### src/rtl/pit_pkg.sv
/*
  Constants shared by the PWM / interval timer block: register map,
  field positions, reset values and count-source figures.
  Assumes an APB master with 32-bit data and a 10 MHz pclk.
*/
`default_nettype none

package pit_pkg;

  // ****************************************
  // Register map (byte addresses)
  // ****************************************
  localparam logic [7:0] REG_START = 8'h00;
  localparam logic [7:0] REG_TA_MODE = 8'h04;
  localparam logic [7:0] REG_TA_VALUE = 8'h08;
  localparam logic [7:0] REG_STATUS = 8'h0c;
  localparam logic [7:0] REG_TB_BASE = 8'h20;
  localparam int TB_STRIDE = 8;
  localparam int TB_VALUE_OFS = 4;

  // ****************************************
  // Mode register fields
  // ****************************************
  localparam int F_MODE_LSB = 0;
  localparam int F_TA_8BIT = 2;
  localparam int F_TA_TRIG_EN = 3;
  localparam int F_TA_TRIG_OVF = 4;
  localparam int F_TA_EDGE_RISE = 5;
  localparam int F_SRC_LSB = 6;
  localparam int MODE_W = 8;

  typedef enum logic [1:0] {PIT_TB_TIMER, PIT_TB_EVENT, PIT_TB_MEASURE, PIT_TB_RSVD} pit_tbmode_e;

  // ****************************************
  // Reset values and counts
  // ****************************************
  localparam logic [15:0] VALUE_RST = 16'h0000;
  localparam logic [7:0] MODE_RST = 8'h00;
  localparam logic [15:0] CYC16 = 16'hffff;
  localparam logic [15:0] CYC8 = 16'h00ff;
  localparam logic [4:0] DIV8_LAST = 5'h07;
  localparam logic [4:0] DIV32_LAST = 5'h1f;
  localparam logic [31:0] TA_READ_VALUE = 32'h0000_0000;

endpackage

`default_nettype wire

### src/rtl/pit_pwm.sv
/*
  Timer A in pulse width modulation mode: one channel with pulse output.
  Assumes tick is a one-cycle pulse of the selected count source.
*/
`default_nettype none

module pit_pwm
  import pit_pkg::*;
(
  input wire logic pclk, // Clock
  input wire logic presetn, // Async reset, low
  input wire logic tick, // Count-source pulse
  input wire logic start, // Count start flag
  input wire logic mode8, // 8-bit modulator
  input wire logic wait_trig, // Start waits for trigger
  input wire logic trig, // Trigger event pulse
  input wire logic wr, // Value write strobe
  input wire logic [15:0] wdata, // Value written
  output logic pulse, // PWM output
  output logic fall // Pulse fell, one cycle
);

  typedef enum {PIT_IDLE, PIT_ARMED, PIT_RUN} pit_pwm_e;
  pit_pwm_e state_ff, nxt_state;
  logic [15:0] rld_ff, hi_ff, ph_ff;
  logic [7:0] pre_ff, m_ff;
  logic pulse_ff, pulse_d_ff, fall_ff, itick, go;

  always_comb
  begin
    nxt_state = state_ff;
    case (state_ff)
      PIT_IDLE: if (start) nxt_state = wait_trig ? PIT_ARMED : PIT_RUN;
      PIT_ARMED: if (!start) nxt_state = PIT_IDLE; else if (trig) nxt_state = PIT_RUN;
      PIT_RUN: if (!start) nxt_state = PIT_IDLE;
      default: nxt_state = PIT_IDLE;
    endcase
  end

  assign itick = (state_ff == PIT_RUN) && tick && (pre_ff == 8'h00);
  // New cycle on entering run or when the period counter wraps
  assign go = ((state_ff != PIT_RUN) && (nxt_state == PIT_RUN))
           || (itick && (ph_ff == 16'h0000) && start);

  always_ff @(posedge pclk or negedge presetn)
    if (!presetn) state_ff <= PIT_IDLE;
    else state_ff <= nxt_state;

  always_ff @(posedge pclk or negedge presetn)
    if (!presetn) rld_ff <= VALUE_RST;
    else if (wr) rld_ff <= wdata;

  always_ff @(posedge pclk or negedge presetn)
  begin
    if (!presetn)
    begin
      hi_ff <= VALUE_RST;
      ph_ff <= VALUE_RST;
      pre_ff <= 8'h00;
      m_ff <= 8'h00;
      pulse_ff <= 1'b0;
    end
    else if (go)
    begin
      hi_ff <= mode8 ? {8'h00, rld_ff[15:8]} : rld_ff;
      m_ff <= mode8 ? rld_ff[7:0] : 8'h00;
      pre_ff <= mode8 ? rld_ff[7:0] : 8'h00;
      ph_ff <= (mode8 ? CYC8 : CYC16) - 16'h0001;
      pulse_ff <= mode8 ? (rld_ff[15:8] != 8'h00) : (rld_ff != 16'h0000);
    end
    else if (nxt_state != PIT_RUN)
    begin
      pulse_ff <= 1'b0;
      if (wr && state_ff == PIT_IDLE) hi_ff <= wdata;
    end
    else if (tick)
    begin
      if (pre_ff == 8'h00)
      begin
        pre_ff <= m_ff;
        ph_ff <= ph_ff - 16'h0001;
        if (hi_ff != 16'h0000) hi_ff <= hi_ff - 16'h0001;
        pulse_ff <= (hi_ff > 16'h0001);
      end
      else pre_ff <= pre_ff - 8'h01;
    end
  end

  // Delayed copy finds the fall; request trails the pin by one cycle
  always_ff @(posedge pclk or negedge presetn)
    if (!presetn) pulse_d_ff <= 1'b0;
    else pulse_d_ff <= pulse_ff;

  always_ff @(posedge pclk or negedge presetn)
    if (!presetn) fall_ff <= 1'b0;
    else fall_ff <= pulse_d_ff && !pulse_ff;

  assign pulse = pulse_ff;
  assign fall = fall_ff;

endmodule

`default_nettype wire

### src/rtl/pit_tmrb.sv
/*
  One timer B channel; only timer (interval) mode counts here.
  Assumes tick is a one-cycle pulse of the selected count source.
*/
`default_nettype none

module pit_tmrb
  import pit_pkg::*;
(
  input wire logic pclk, // Clock
  input wire logic presetn, // Async reset, low
  input wire logic tick, // Count-source pulse
  input wire logic start, // Count start flag
  input wire logic [1:0] mode, // Mode field
  input wire logic wr, // Value write strobe
  input wire logic [15:0] wdata, // Value written
  output logic [15:0] count, // Live count
  output logic uflow // Underflow, one cycle
);

  logic [15:0] rld_ff, cnt_ff;
  logic uf_ff, run;

  // Event and measurement modes are not served: counter holds
  assign run = start && (pit_tbmode_e'(mode) == PIT_TB_TIMER);

  always_ff @(posedge pclk or negedge presetn)
    if (!presetn) rld_ff <= VALUE_RST;
    else if (wr) rld_ff <= wdata;

  always_ff @(posedge pclk or negedge presetn)
    if (!presetn) cnt_ff <= VALUE_RST;
    else if (wr && !run) cnt_ff <= wdata;
    else if (run && tick) cnt_ff <= (cnt_ff == 16'h0000) ? rld_ff : cnt_ff - 16'h0001;

  always_ff @(posedge pclk or negedge presetn)
    if (!presetn) uf_ff <= 1'b0;
    else uf_ff <= run && tick && (cnt_ff == 16'h0000);

  assign count = cnt_ff;
  assign uflow = uf_ff;

endmodule

`default_nettype wire

### src/rtl/pit_top.sv
/*
  PWM timer A channel and a group of interval timer B channels behind APB.
  Assumes pins and the subclock tick are synchronous to pclk.
*/
`default_nettype none

module pit_top
  import pit_pkg::*;
#(
  parameter int NB = 6 // Timer B channels
)
(
  input wire logic pclk, // Clock
  input wire logic presetn, // Async reset, low
  input wire logic psel, // APB select
  input wire logic penable, // APB enable
  input wire logic pwrite, // APB direction
  input wire logic [7:0] paddr, // APB address
  input wire logic [31:0] pwdata, // APB write data
  output logic [31:0] prdata, // APB read data
  output logic pready, // APB ready
  output logic pslverr, // APB error
  input wire logic subclock_div32_source, // Subclock/32 tick pulse
  input wire logic timer_a_trigger_pin, // Trigger input
  output logic timer_a_pulse_pin, // PWM output
  output logic ta_irq_req, // Timer A request pulse
  output logic [NB-1:0] tb_irq_req // Timer B request pulses
);

  import pit_pkg::*;

  generate
    if (NB < 1 || NB > 8)
    begin : g_nb_check
      $error("NB out of range");
    end
  endgenerate

  // ****************************************
  // Count sources
  // ****************************************
  logic [4:0] div_ff;
  logic [3:0] tick_ff;
  logic mainclock_undivided_source, mainclock_div8_source, mainclock_div32_source;

  always_ff @(posedge pclk or negedge presetn)
    if (!presetn) div_ff <= 5'h00;
    else div_ff <= div_ff + 5'h01;

  always_ff @(posedge pclk or negedge presetn)
    if (!presetn) tick_ff <= 4'h0;
    else tick_ff <= {subclock_div32_source,
                     div_ff == DIV32_LAST,
                     div_ff[2:0] == DIV8_LAST[2:0],
                     1'b1};

  assign mainclock_undivided_source = tick_ff[0];
  assign mainclock_div8_source = tick_ff[1];
  assign mainclock_div32_source = tick_ff[2];

  logic [3:0] srcs;
  assign srcs = {tick_ff[3], mainclock_div32_source, mainclock_div8_source,
                 mainclock_undivided_source};

  // Ticks come in as an argument: a connection only wakes on its arguments
  function automatic logic pick_src(input logic [MODE_W-1:0] mr, input logic [3:0] src);
    pick_src = src[mr[F_SRC_LSB +: 2]];
  endfunction

  // ****************************************
  // Software registers
  // ****************************************
  logic [NB:0] start_ff;
  logic [NB:0] stat_ff;
  logic [MODE_W-1:0] ta_mode_ff;
  logic [MODE_W-1:0] tb_mode_ff [NB];
  logic [15:0] tb_count [NB];
  logic [NB-1:0] tb_uf;
  logic ta_fall, ta_pulse;
  logic wr_en, rd_setup;

  assign wr_en = psel && penable && pready && pwrite;
  assign rd_setup = psel && !penable;

  function automatic logic is_tb(input logic [7:0] a);
    is_tb = (a >= REG_TB_BASE) && ({24'h0, a} < {24'h0, REG_TB_BASE} + 32'(TB_STRIDE * NB))
         && (a[1:0] == 2'b00);
  endfunction

  function automatic int tb_ch(input logic [7:0] a);
    tb_ch = int'(a - REG_TB_BASE) / TB_STRIDE;
  endfunction

  function automatic logic tb_is_val(input logic [7:0] a);
    tb_is_val = (int'(a - REG_TB_BASE) % TB_STRIDE) == TB_VALUE_OFS;
  endfunction

  always_ff @(posedge pclk or negedge presetn)
    if (!presetn) start_ff <= '0;
    else if (wr_en && paddr == REG_START) start_ff <= pwdata[NB:0];

  always_ff @(posedge pclk or negedge presetn)
    if (!presetn) ta_mode_ff <= MODE_RST;
    else if (wr_en && paddr == REG_TA_MODE) ta_mode_ff <= pwdata[MODE_W-1:0];

  // Sticky event flags; a new event wins over a write-one clear
  always_ff @(posedge pclk or negedge presetn)
    if (!presetn) stat_ff <= '0;
    else stat_ff <= ((wr_en && paddr == REG_STATUS) ? stat_ff & ~pwdata[NB:0] : stat_ff)
                    | {tb_uf, ta_fall};

  genvar gi;
  generate
    for (gi = 0; gi < NB; gi++)
    begin : g_tb
      logic wr_val;
      assign wr_val = wr_en && is_tb(paddr) && tb_ch(paddr) == gi && tb_is_val(paddr);

      always_ff @(posedge pclk or negedge presetn)
        if (!presetn) tb_mode_ff[gi] <= MODE_RST;
        else if (wr_en && is_tb(paddr) && tb_ch(paddr) == gi && !tb_is_val(paddr))
          tb_mode_ff[gi] <= pwdata[MODE_W-1:0];

      // No channel drives a pin; any input pins remain plain ports
      pit_tmrb u_tmrb (
        .pclk(pclk),
        .presetn(presetn),
        .tick(pick_src(tb_mode_ff[gi], srcs)),
        .start(start_ff[gi+1]),
        .mode(tb_mode_ff[gi][F_MODE_LSB +: 2]),
        .wr(wr_val),
        .wdata(pwdata[15:0]),
        .count(tb_count[gi]),
        .uflow(tb_uf[gi])
      );
    end
  endgenerate

  // ****************************************
  // Timer A trigger and PWM
  // ****************************************
  logic trig_pin_ff, trig_evt;

  always_ff @(posedge pclk or negedge presetn)
    if (!presetn) trig_pin_ff <= 1'b0;
    else trig_pin_ff <= timer_a_trigger_pin;

  // Trigger pin is only looked at when trigger start is chosen
  always_comb
  begin
    if (ta_mode_ff[F_TA_TRIG_OVF]) trig_evt = tb_uf[0];
    else if (ta_mode_ff[F_TA_EDGE_RISE]) trig_evt = timer_a_trigger_pin && !trig_pin_ff;
    else trig_evt = !timer_a_trigger_pin && trig_pin_ff;
  end

  pit_pwm u_pwm (
    .pclk(pclk),
    .presetn(presetn),
    .tick(pick_src(ta_mode_ff, srcs)),
    .start(start_ff[0]),
    .mode8(ta_mode_ff[F_TA_8BIT]),
    .wait_trig(ta_mode_ff[F_TA_TRIG_EN]),
    .trig(trig_evt),
    .wr(wr_en && paddr == REG_TA_VALUE),
    .wdata(pwdata[15:0]),
    .pulse(ta_pulse),
    .fall(ta_fall)
  );

  assign timer_a_pulse_pin = ta_pulse;
  assign ta_irq_req = ta_fall;
  assign tb_irq_req = tb_uf;

  // ****************************************
  // APB response
  // ****************************************
  logic [31:0] prdata_ff, nxt_prdata;
  logic pready_ff, pslverr_ff, mapped;

  always_comb
  begin
    nxt_prdata = 32'h0000_0000;
    mapped = 1'b1;
    if (paddr == REG_START) nxt_prdata = 32'(start_ff);
    else if (paddr == REG_TA_MODE) nxt_prdata = 32'(ta_mode_ff);
    else if (paddr == REG_TA_VALUE) nxt_prdata = TA_READ_VALUE;
    else if (paddr == REG_STATUS) nxt_prdata = 32'(stat_ff);
    else if (is_tb(paddr))
    begin
      if (tb_is_val(paddr)) nxt_prdata = {16'h0000, tb_count[tb_ch(paddr)]};
      else nxt_prdata = {24'h0, tb_mode_ff[tb_ch(paddr)]};
    end
    else mapped = 1'b0;
  end

  always_ff @(posedge pclk or negedge presetn)
    if (!presetn) pready_ff <= 1'b0;
    else pready_ff <= rd_setup;

  always_ff @(posedge pclk or negedge presetn)
    if (!presetn) pslverr_ff <= 1'b0;
    else pslverr_ff <= rd_setup && !mapped;

  always_ff @(posedge pclk or negedge presetn)
    if (!presetn) prdata_ff <= 32'h0000_0000;
    else if (rd_setup) prdata_ff <= pwrite ? 32'h0000_0000 : nxt_prdata;

  assign pready = pready_ff;
  assign pslverr = pslverr_ff;
  assign prdata = prdata_ff;

endmodule

`default_nettype wire

### config.mk
export PLATFORM = sky130hd
export DESIGN_NAME = pit_top
export DESIGN_NICKNAME = d
export VERILOG_FILES = /design/src/rtl/pit_pkg.sv /design/src/rtl/pit_pwm.sv /design/src/rtl/pit_tmrb.sv /design/src/rtl/pit_top.sv
export SDC_FILE = /design/constraint.sdc
export NUM_CORES = 1
export LEC_CHECK = 0
export ABC_AREA = 0
export BUFFER_PORTS_ARGS = -buffer_cell sky130_fd_sc_hd__buf_2
export CORE_MARGIN = 2
export CORE_UTILIZATION = 55
export CTS_BUF_LIST = sky130_fd_sc_hd__clkbuf_8
export DETAILED_ROUTE_END_ITERATION = 10
export MAX_ROUTING_LAYER = met4
export PLACE_DENSITY = 0.73
export SETUP_SLACK_MARGIN = 0.4
export SYNTH_ARGS = -nofsm -noshare
export SYNTH_HDL_FRONTEND = slang
export SYNTH_HIERARCHICAL = 1
export SYNTH_SLANG_ARGS = --single-unit
export TNS_END_PERCENT = 10
### constraint.sdc
create_clock -name pclk -period 7.4 [get_ports pclk]
set_input_delay 0.74 -clock pclk [delete_from_list [all_inputs] [get_ports pclk]]
set_output_delay 0.74 -clock pclk [all_outputs]
set_load 0.01 [all_outputs]
==> impl_metrics.py, run 1 <==
metrics = {
    "critical_path": {
        "r2r_start": "srcs[3]",
        "r2r_slack_ns": 3.22,
        "start_kind": "primary input",
        "critPathKind": "in2reg",
        "worstSetupStartpoint": "paddr[5]",
        "required_ns": 7.91,
        "endpoint_kind": "flop",
        "critPathMaxFanout": 16,
        "worstPathArrival_ns": 5.80,
    },
    "synth": {
        "avgSynthCellArea_um2": 10.4,
        "yosys.area.top_type": "dfrtp_1",
        "synth-main-ff-cell": "dfrtp_1",
        "yosys-top-cells-area": "dfrtp_1 (44%), mux2_2 (7.2%), a22oi_1 (3.3%), o21ai_0 (2.3%), nor2_1 (2.2%)",
        "syn_inst": 2134,
        "netlist_area_um2": 22200,
        "synth-seq-cells": 395,
        "synth_common_cells": "dfrtp_1 (395), mux2_2 (142), nor2_1 (133)",
        "yosysMostFrequentCell": "dfrtp_1",
        "synth.top_cell.area_share_pct": 44.5,
        "ys_seq_area_share_pct": 44.5,
        "synthArstFlopShare_pct": 100,
        "synth.distinct_cells": 106,
        "synth_edf_count": 0,
        "yosysWarnings": 6,
    },
    "placed_design": {
        "routabilityCongestion": 0.969,
        "hpwl_um": 43500,
        "port_buffers": 56,
        "placedCellCount": 2631,
    },
    "sta": {
        "rsz0062_at_grt": "no",
        "tightest_slew_ns": 1.32,
        "setup_viol": 0,
        "skew_ns": 0.0285,
        "fin_setup_tns_ns": 0,
        "slew-limit-headroom_pct": 12.1,
        "hold_viol_final": 0,
        "period_minus_slack_ns": 5.29,
        "slew_viol_final": 0,
        "fin_crit_sh_pct": 71.5,
        "fmax_mhz": 189,
    },
    "final_layout": {
        "multiInputGateArea_um2": 11600,
        "syn2layout_area_growth_pct": 8.55,
        "fin_nets": 2254,
        "stdcell_count": 2755,
        "fill_cells": 3381,
        "drive_gt1_share_pct": 19.8,
        "seq_area_um2": 9880,
    },
    "die": {
        "io_pins": 89,
        "core_um2": 39800,
        "rows": 73,
        "dieWidth_um": 205,
        "dieHeight_um": 205,
        "start_util_pct": 55.8,
        "dieArea_um2": 42100,
    },
    "route": {
        "via_per_inst": 6.73,
        "wl_um": 66500,
        "wire_per_inst_um": 24.1,
        "drt_pre_antenna_iters": 7,
        "drc": 0,
        "num_vias": 18500,
        "antenna_left": 0,
        "drt-initial-drc-count": 2177,
    },
    "global_routing": {
        "grt_pass1_vias": 17800,
        "met3_usage_pct": 6.14,
        "antenna_found_initial": 3,
        "grt_max_degree": 175,
        "grt_overflow": 0,
        "globalRouteMet2Util_pct": 47.0,
        "gr-max-usage-layer": "met2",
        "track_usage_pct": 33.0,
        "grt_pass1_wl_um": 104000,
        "grt_use_met1_pct": 46.0,
    },
    "clocking": {
        "cts_made_buffers": 70,
        "cts_setup_buffers": 0,
        "cts.clk_slew.worst_paths_ns": 0.06,
        "cts.path.max_buffers": 3,
        "htree_num_levels": 3,
        "ctsResizeCount": 0,
        "cts_tree": "done",
        "cts-root-buf": "clkbuf_8",
        "clock_sinks": 395,
        "worstSkewPairLatency_ns": 0.63,
        "cts_hold_buf": 0,
    },
    "min_path": {
        "hp-class": "in2reg",
        "hp-start": "subclock_div32_source",
    },
    "flow_run": {
        "cap_violations": 0,
    },
    "status": {
        "outcome": "finished clean",
    },
    "pwr": {
        "leakagePower_nw": 11.1,
        "p_per_area_nw_per_um2": 190,
        "ir_drop_uv": 135,
    },
}
## through the flow
stage	setup WS, ns	util (%)	power (mW)	hold slack (ns)	cell area, um^2
after floorplan	2.54	-	2.46	0.421	22400
after global placement	1.61	57.2	2.61	0.447	22800
after detailed placement	1.57	57.2	2.62	0.444	22800
after CTS	2.20	60.6	4.62	0.178	24100
after global routing	1.73	60.6	4.76	0.201	24100
final	2.11	60.6	4.59	0.215	24100
## per-layer routing
layer	share of wire, %	wire, um	up-vias
li1	-	-	8140
met1	43	28600	9267
met2	44	29100	950
met3	9.1	6050	183
met4	4.1	2730	0
met5	0	0	-
## flip-flops by register name, summed over array words and instances (netlist names), 5 cells and up
name                cells
div_ff                  5
g_tb.u_tmrb/count      96
g_tb.u_tmrb/rld_ff     96
g_tb.u_tmrb/uflow       6
prdata                 16
start_ff                7
stat_ff                 7
ta_mode_ff              8
tb_mode_ff             48
u_pwm/hi_ff            16
u_pwm/m_ff              8
u_pwm/ph_ff            16
u_pwm/pre_ff            8
u_pwm/rld_ff           16
u_pwm/state_ff         32
## cells in the final DEF, fill, tap and decap left out, drive strengths merged, types with 31 or more instances in the layout
master / instances
and3: 35
nor2: 137
buf: 81
o31ai: 31
o21ai: 163
a21oi: 45
mux2: 179
nand3: 72
nor4: 55
inv: 72
nand2: 105
a22oi: 97
conb: 47
mux2i: 48
clkbuf: 82
dfrtp: 395
nor3: 93
## worst max-delay path, stage by stage
cell,delay [ns]
buf_2,0.15
or3_1,0.61
clkinv_8,0.17
nand2_1,0.13
nor2_1,0.11
ha_1,0.25
and3b_1,0.27
nand2_1,0.08
ha_1,0.27
nor4b_1,0.23
o221ai_1,0.21
nor4_1,0.40
nand3_1,0.24
nor2_1,0.26
and3_1,0.46
buf_4,0.29
and2_1,0.56
a22oi_1,0.19
o31ai_1,0.15
## cell type report
type,instances,share of cell area (%)
multi-input cells,1585,47.9
flip-flops and latches,395,41.0
clock buffers,82,4.68
well taps,525,2.72
repair buffers,81,2.03
clock inverters,40,0.954
inverters,45,0.752
diodes,2,0.0207
## power by group
group,internal (mW),switching (mW)
sequential,2.20,0.0785
combinational,0.0975,0.214
clock,1.08,0.928
## worst paths after layout
| check | cells past startpoint | to |
|---|---|---|
| worst max register to register | 13 | u_pwm/ph_ff[14] |
| max in group asynchronous | 2 | g_tb[1].u_tmrb/rld_ff[9] |
| worst min-delay path | 1 | srcs[3] |
| worst min register to register | 1 | div_ff[0] |
| min in group asynchronous | 1 | g_tb[0].u_tmrb/uflow |
| worst max-delay path | 19 | g_tb[3].u_tmrb/count[3] |
## logic make-up after synthesis
family	count (synthesis)	share of synthesized area (%)
simple gates	655	16.5
compound gates	566	18.1
flops	395	44.5
mux	242	13.0
buf+inv	198	4.46
xor+xnor	46	1.81
fa+ha+maj	29	1.63
other cells	3	0.0506
No activity file was read; power rests on OpenSTA's default activity.
==> inputs of run 2 (changes only) <==
--- a/config.mk
+++ b/config.mk
@@ -12,7 +12,7 @@
 export CTS_BUF_LIST = sky130_fd_sc_hd__clkbuf_8
 export DETAILED_ROUTE_END_ITERATION = 10
 export MAX_ROUTING_LAYER = met4
-export PLACE_DENSITY = 0.73
+export PLACE_DENSITY = 0.76
 export SETUP_SLACK_MARGIN = 0.4
 export SYNTH_ARGS = -nofsm -noshare
 export SYNTH_HDL_FRONTEND = slang
==> constraint.sdc (replaced) <==
create_clock -name pclk -period 4.3 [get_ports pclk]
set_input_delay 0.43 -clock pclk [delete_from_list [all_inputs] [get_ports pclk]]
set_output_delay 0.43 -clock pclk [all_outputs]
set_load 0.01 [all_outputs]
==> run 2 against run 1 <==
Count of clock-buffer cells in the layout increased by 12. Die area unchanged. Cell count increased by 1.2%. Clock skew decreased by 0.0024 ns. Register-to-register slack got worse by 2.6 ns. Global-route usage decreased by 0.076 points. Total power increased by 76%. Sequential share of layout area decreased by 0.83 points. Non-clock buffer count increased by 30. Setup slack got worse by 1.5 ns. First-iteration DRC count increased by 0.87%. Largest cell class unchanged. Largest power group unchanged. Highest routed layer unchanged.
==> impl_metrics.py, run 2 (same netlist as run 1, synthesis figures left out) <==
metrics = {
    "status": {
        "outcome": "finished clean",
    },
    "critical_path": {
        "rr_endpoint": "u_pwm/ph_ff[14]",
        "required_ns": 4.80,
        "worstPathArrival_ns": 4.21,
        "r2r_slack_ns": 0.64,
        "start_kind": "primary input",
        "reg2regPathDepth": 13,
        "critPathKind": "in2reg",
        "r2r_start": "srcs[3]",
        "critPathMaxFanout": 36,
        "endpoint_kind": "flop",
        "worstSetupStartpoint": "timer_a_trigger_pin",
    },
    "min_path": {
        "min_to": "pready",
        "hp-start": "psel",
        "hp-class": "in2reg",
        "worstHoldPathCells": 4,
    },
    "die": {
        "io_pins": 89,
        "dieArea_um2": 42100,
        "start_util_pct": 55.8,
        "dieWidth_um": 205,
        "core_um2": 39800,
        "dieHeight_um": 205,
        "rows": 73,
    },
    "final_layout": {
        "drive_gt1_share_pct": 21.8,
        "fin_nets": 2283,
        "most-common-layout-cells": "dfrtp_1 (395), mux2_2 (142), nor2_1 (130)",
        "seq_area_um2": 9880,
        "syn2layout_area_growth_pct": 10.8,
        "multiInputGateArea_um2": 11600,
        "fill_cells": 3270,
        "layout_commonest_cell": "dfrtp_1",
        "postLayoutCoreUtil_pct": 61.9,
    },
    "sta": {
        "skew_ns": 0.0261,
        "rsz0062_at_grt": "yes",
        "tightest_slew_ns": 1.10,
        "setup_viol": 0,
        "fin_setup_tns_ns": 0,
        "hold_viol_final": 0,
        "fin_crit_sh_pct": 86.4,
        "slew_viol_final": 0,
        "fmax_mhz": 269,
        "slew-limit-headroom_pct": 26.3,
        "period_minus_slack_ns": 3.72,
    },
    "global_routing": {
        "track_usage_pct": 32.9,
        "grt_pass1_wl_um": 103000,
        "antenna_found_initial": 1,
        "grt_max_degree": 111,
        "grt_pass1_vias": 17700,
        "grt_overflow": 0,
    },
    "flow_run": {
        "cap_violations": 0,
    },
    "route": {
        "num_vias": 18600,
        "drt_pre_antenna_iters": 6,
        "drt-initial-drc-count": 2196,
        "via_per_inst": 6.67,
        "wl_um": 66000,
        "antenna_left": 0,
        "drc": 0,
        "wire_per_inst_um": 23.7,
    },
    "pwr": {
        "leakagePower_nw": 11.3,
        "ir_drop_uv": 250,
        "p_per_area_nw_per_um2": 328,
    },
    "placed_design": {
        "routabilityCongestion": 0.955,
        "hpwl_um": 43600,
        "port_buffers": 56,
    },
    "clocking": {
        "cts_tree": "done",
        "cts.clk_slew.worst_paths_ns": 0.06,
        "cts_made_buffers": 69,
        "htree_num_levels": 3,
        "cts.path.max_buffers": 3,
        "cts-root-buf": "clkbuf_8",
        "clock_sinks": 395,
        "worstSkewPairLatency_ns": 0.63,
        "cts_setup_buffers": 0,
    },
}
==> run 2: cell count changes in the layout (fill, tap and decap cells not counted), moves of 3 or more <==
cell           change
nor2_1             -3
buf_12             +7
dlygate4sd3_1      +3
a22oi_1            -4
buf_4             +20
o21ai_1            +4
a22oi_2            +4
clkbuf_8          +12
inv_1              -9
o21ai_0            -4
==> run 2: area by class of cell <==
type	count	area share, %
Multi-Input combinational cell	1585	47.2
Sequential cell	395	40.1
Clock buffer	94	5.25
Timing Repair Buffer	111	3.29
Tap cell	525	2.67
Inverter	45	0.736
Clock inverter	30	0.665
Antenna cell	3	0.0305
==> run 2: worst max-delay path by stage <==
stage	endpoint	cells after the start	slack [ns]
5_1_grt	g_tb[5].u_tmrb/count[2]	18	0.34
6_report	u_pwm/ph_ff[11]	14	0.58
3_3_place_gp	g_tb[5].u_tmrb/count[12]	18	0.18
4_1_cts	u_pwm/ph_ff[9]	14	0.61
3_5_place_dp	g_tb[5].u_tmrb/count[8]	18	0.09
2_1_floorplan	g_tb[5].u_tmrb/count[1]	21	0.31
==> run 2: timing repair <==
item                                    CTS  global route
hold buffers                              3             0
endpoints found under the hold margin   107             0
gates resized for setup                   0             1
endpoints found under the setup margin    0            20
==> run 2: metal layers <==
layer / vias up / GRT usage (%) / wire [um]
met5: - / - / 0
met4: 0 / 14.7 / 2800
met2: 1000 / 46.6 / 29200
met3: 177 / 5.74 / 6060
met1: 9229 / 46.2 / 27900
li1: 8182 / - / -
==> run 2: power by group <==
group | total (mW) | switching (mW) | internal (mW)
Sequential | 3.92 | 0.134 | 3.79
Combinational | 0.549 | 0.371 | 0.178
Clock | 3.61 | 1.61 | 2.01
==> run 2: worst max-delay path, stage by stage <==
cell,delay [ns]
dlygate4sd3_1,0.53
buf_2,0.14
nand2_1,0.06
nor2_1,0.08
a21oi_1,0.05
o21ai_0,0.43
nand2b_1,0.15
a221o_1,0.40
or3_1,0.41
buf_4,0.28
inv_2,0.29
o21ai_1,0.44
nor2_1,0.37
a311oi_1,0.15
==> run 2: metrics by stage <==
stage          power, mW  instance area [um^2]  std cells  setup WS (ns)  hold WS [ns]
2_1_floorplan       4.24                 22500       2178          0.309         0.134
3_3_place_gp        4.50                 23100       2658          0.183         0.438
3_5_place_dp        4.52                 23100       2658         0.0948         0.448
4_1_cts             8.12                 24600       2785          0.612         0.222
5_1_grt             8.38                 24600       2786          0.338         0.288
6_report            8.08                 24600       2788          0.584         0.257
==> inputs of run 3 (changes only) <==
--- a/config.mk
+++ b/config.mk
@@ -8,11 +8,12 @@
 export ABC_AREA = 0
 export BUFFER_PORTS_ARGS = -buffer_cell sky130_fd_sc_hd__buf_2
 export CORE_MARGIN = 2
-export CORE_UTILIZATION = 55
+export CORE_UTILIZATION = 38
 export CTS_BUF_LIST = sky130_fd_sc_hd__clkbuf_8
 export DETAILED_ROUTE_END_ITERATION = 10
+export GPL_TIMING_DRIVEN = 0
 export MAX_ROUTING_LAYER = met4
-export PLACE_DENSITY = 0.76
+export PLACE_DENSITY = 0.56
 export SETUP_SLACK_MARGIN = 0.4
 export SYNTH_ARGS = -nofsm -noshare
 export SYNTH_HDL_FRONTEND = slang
==> run 3 against run 2 <==
Via count increased by 1.3%. Global-route usage fell by 7.0 points. Clock skew increased by 0.015 ns. Wire length increased by 15%. Sequential share of layout area shrank 2.0 points. Count of clock-buffer cells in the layout increased by 6. Cell count rose by 14%. Combinational power is 15% higher. Core utilization fell by 17 points. Critical path type is now reg2reg.
==> impl_metrics.py, run 3 (same netlist as run 1, synthesis figures left out) <==
metrics = {
    "status": {
        "outcome": "finished clean",
    },
    "global_routing": {
        "grt_pass1_vias": 18500,
        "antenna_found_initial": 4,
        "grt_max_degree": 93,
        "grt_overflow": 0,
        "track_usage_pct": 25.9,
        "grt_pass1_wl_um": 116000,
    },
    "sta": {
        "timing.final.ws_setup_ns": 0.497,
        "setup_viol": 0,
        "slew-limit-headroom_pct": 25.2,
        "hold_viol_final": 0,
        "tightest_slew_ns": 1.12,
        "slew_viol_final": 0,
        "fmax_mhz": 263,
        "skew_ns": 0.0410,
        "holdWs_ns": 0.338,
        "rsz0062_at_grt": "yes",
        "period_minus_slack_ns": 3.80,
        "fin_crit_sh_pct": 88.4,
    },
    "pwr": {
        "ir_drop_uv": 196,
        "leakagePower_nw": 11.8,
        "p_per_area_nw_per_um2": 322,
    },
    "placed_design": {
        "hpwl_um": 52400,
        "post-place-ws_ns": -1.08,
        "port_buffers": 54,
        "placedCellCount": 3002,
        "routabilityCongestion": 0.947,
    },
    "die": {
        "rows": 88,
        "dieArea_um2": 60500,
        "io_pins": 89,
        "core_um2": 57800,
        "start_util_pct": 38.5,
        "dieHeight_um": 246,
        "dieWidth_um": 246,
    },
    "critical_path": {
        "r2r_slack_ns": 0.50,
        "required_ns": 4.85,
        "critPathMaxFanout": 10,
        "endpoint_kind": "flop",
        "critPathKind": "reg2reg",
        "worstPathArrival_ns": 4.35,
        "start_kind": "flop",
    },
    "final_layout": {
        "layout_commonest_cell": "dfrtp_1",
        "fin_nets": 2420,
        "fill_cells": 5509,
        "stdcell_count": 3167,
        "drive_gt1_share_pct": 24.4,
        "syn2layout_area_growth_pct": 16.7,
        "most-common-layout-cells": "dfrtp_1 (391), mux2_2 (142), nor2_1 (128)",
    },
    "clocking": {
        "cts.path.max_buffers": 3,
        "cts.clk_slew.worst_paths_ns": 0.06,
        "clock_sinks": 395,
        "cts_made_buffers": 75,
        "cts-root-buf": "clkbuf_8",
        "cts_tree": "done",
        "worstSkewPairLatency_ns": 0.68,
        "htree_num_levels": 3,
    },
    "route": {
        "drc": 0,
        "wl_um": 75800,
        "drt-initial-drc-count": 1579,
        "num_vias": 18800,
        "drt_pre_antenna_iters": 5,
        "antenna_left": 0,
        "via_per_inst": 5.95,
        "wire_per_inst_um": 23.9,
    },
    "min_path": {
        "hp-class": "in2async",
    },
    "flow_run": {
        "cap_violations": 0,
    },
}
## run 3: what timing repair did
item	4_1_cts	5_1_grt
endpoints found under the hold margin	71	0
hold buffers	3	0
gates resized for setup	32	49
pin swaps	2	12
setup buffers	2	25
setup endpoints to repair	176	158
## run 3: worst paths after layout
path,start,end,depth (start not counted)
max,srcs[3],u_pwm/ph_ff[14],15
min,presetn,g_tb[2].u_tmrb/rld_ff[1],2
max reg2reg,srcs[3],u_pwm/ph_ff[14],15
min reg2reg,div_ff[0],div_ff[0],1
max in group asynchronous,presetn,srcs[1],5
min in group pclk,pwdata[8],g_tb[3].u_tmrb/count[8],3
## run 3: where the power goes
part | switching [mW] | internal [mW] | leakage, nW
clock network | 1.68 | 2.14 | 0.886
registers | 0.117 | 3.79 | 4.86
logic | 0.423 | 0.210 | 6.09
## run 3: critical path, cell delays in order (launching register included)
cell and delay [ns]:
dfrtp_2 0.49, mux4_2 0.53, buf_4 0.21, and3b_1 0.17, nand4_1 0.14, o31a_4 0.20
nor2_2 0.06, buf_4 0.20, nor2_2 0.11, ha_2 0.21, nor2b_2 0.16, nand3_1 0.14
or4_4 0.58, nor3_4 0.16, a31oi_1 0.11, o22a_1 0.20
## run 3: routing by layer
layer / vias up / wire (um) / track usage, %
met5: - / 0 / -
met4: 0 / 2490 / 9.34
met3: 131 / 4690 / 4.90
met2: 716 / 33800 / 37.8
met1: 9498 / 34800 / 35.9
li1: 8489 / - / -
## run 3: layout make-up
type | instances | area [um^2] | area share, %
Inverter | 45 | 181 | 0.699
Antenna cell | 4 | 10.0 | 0.0386
Timing Repair Buffer | 89 | 643 | 2.48
Clock inverter | 31 | 186 | 0.718
Sequential cell | 395 | 9890 | 38.1
Tap cell | 765 | 957 | 3.69
Clock buffer | 100 | 1380 | 5.30
Multi-Input combinational cell | 1585 | 11800 | 45.3
Buffer | 153 | 946 | 3.64
## run 3: per-stage QoR
| step | util, % | total power, mW | instance area (um^2) | TNS [ns] |
|---|---|---|---|---|
| final | 44.9 | 8.35 | 26000 | 0 |
| after global routing | 44.9 | 8.69 | 25900 | 0 |
| after CTS | 44.3 | 8.46 | 25600 | 0 |
| after detailed placement | 41.3 | 4.58 | 23900 | -131.91 |
| after global placement | 41.1 | 4.56 | 23800 | -2200.31 |
| after floorplan | - | 4.24 | 22500 | 0 |
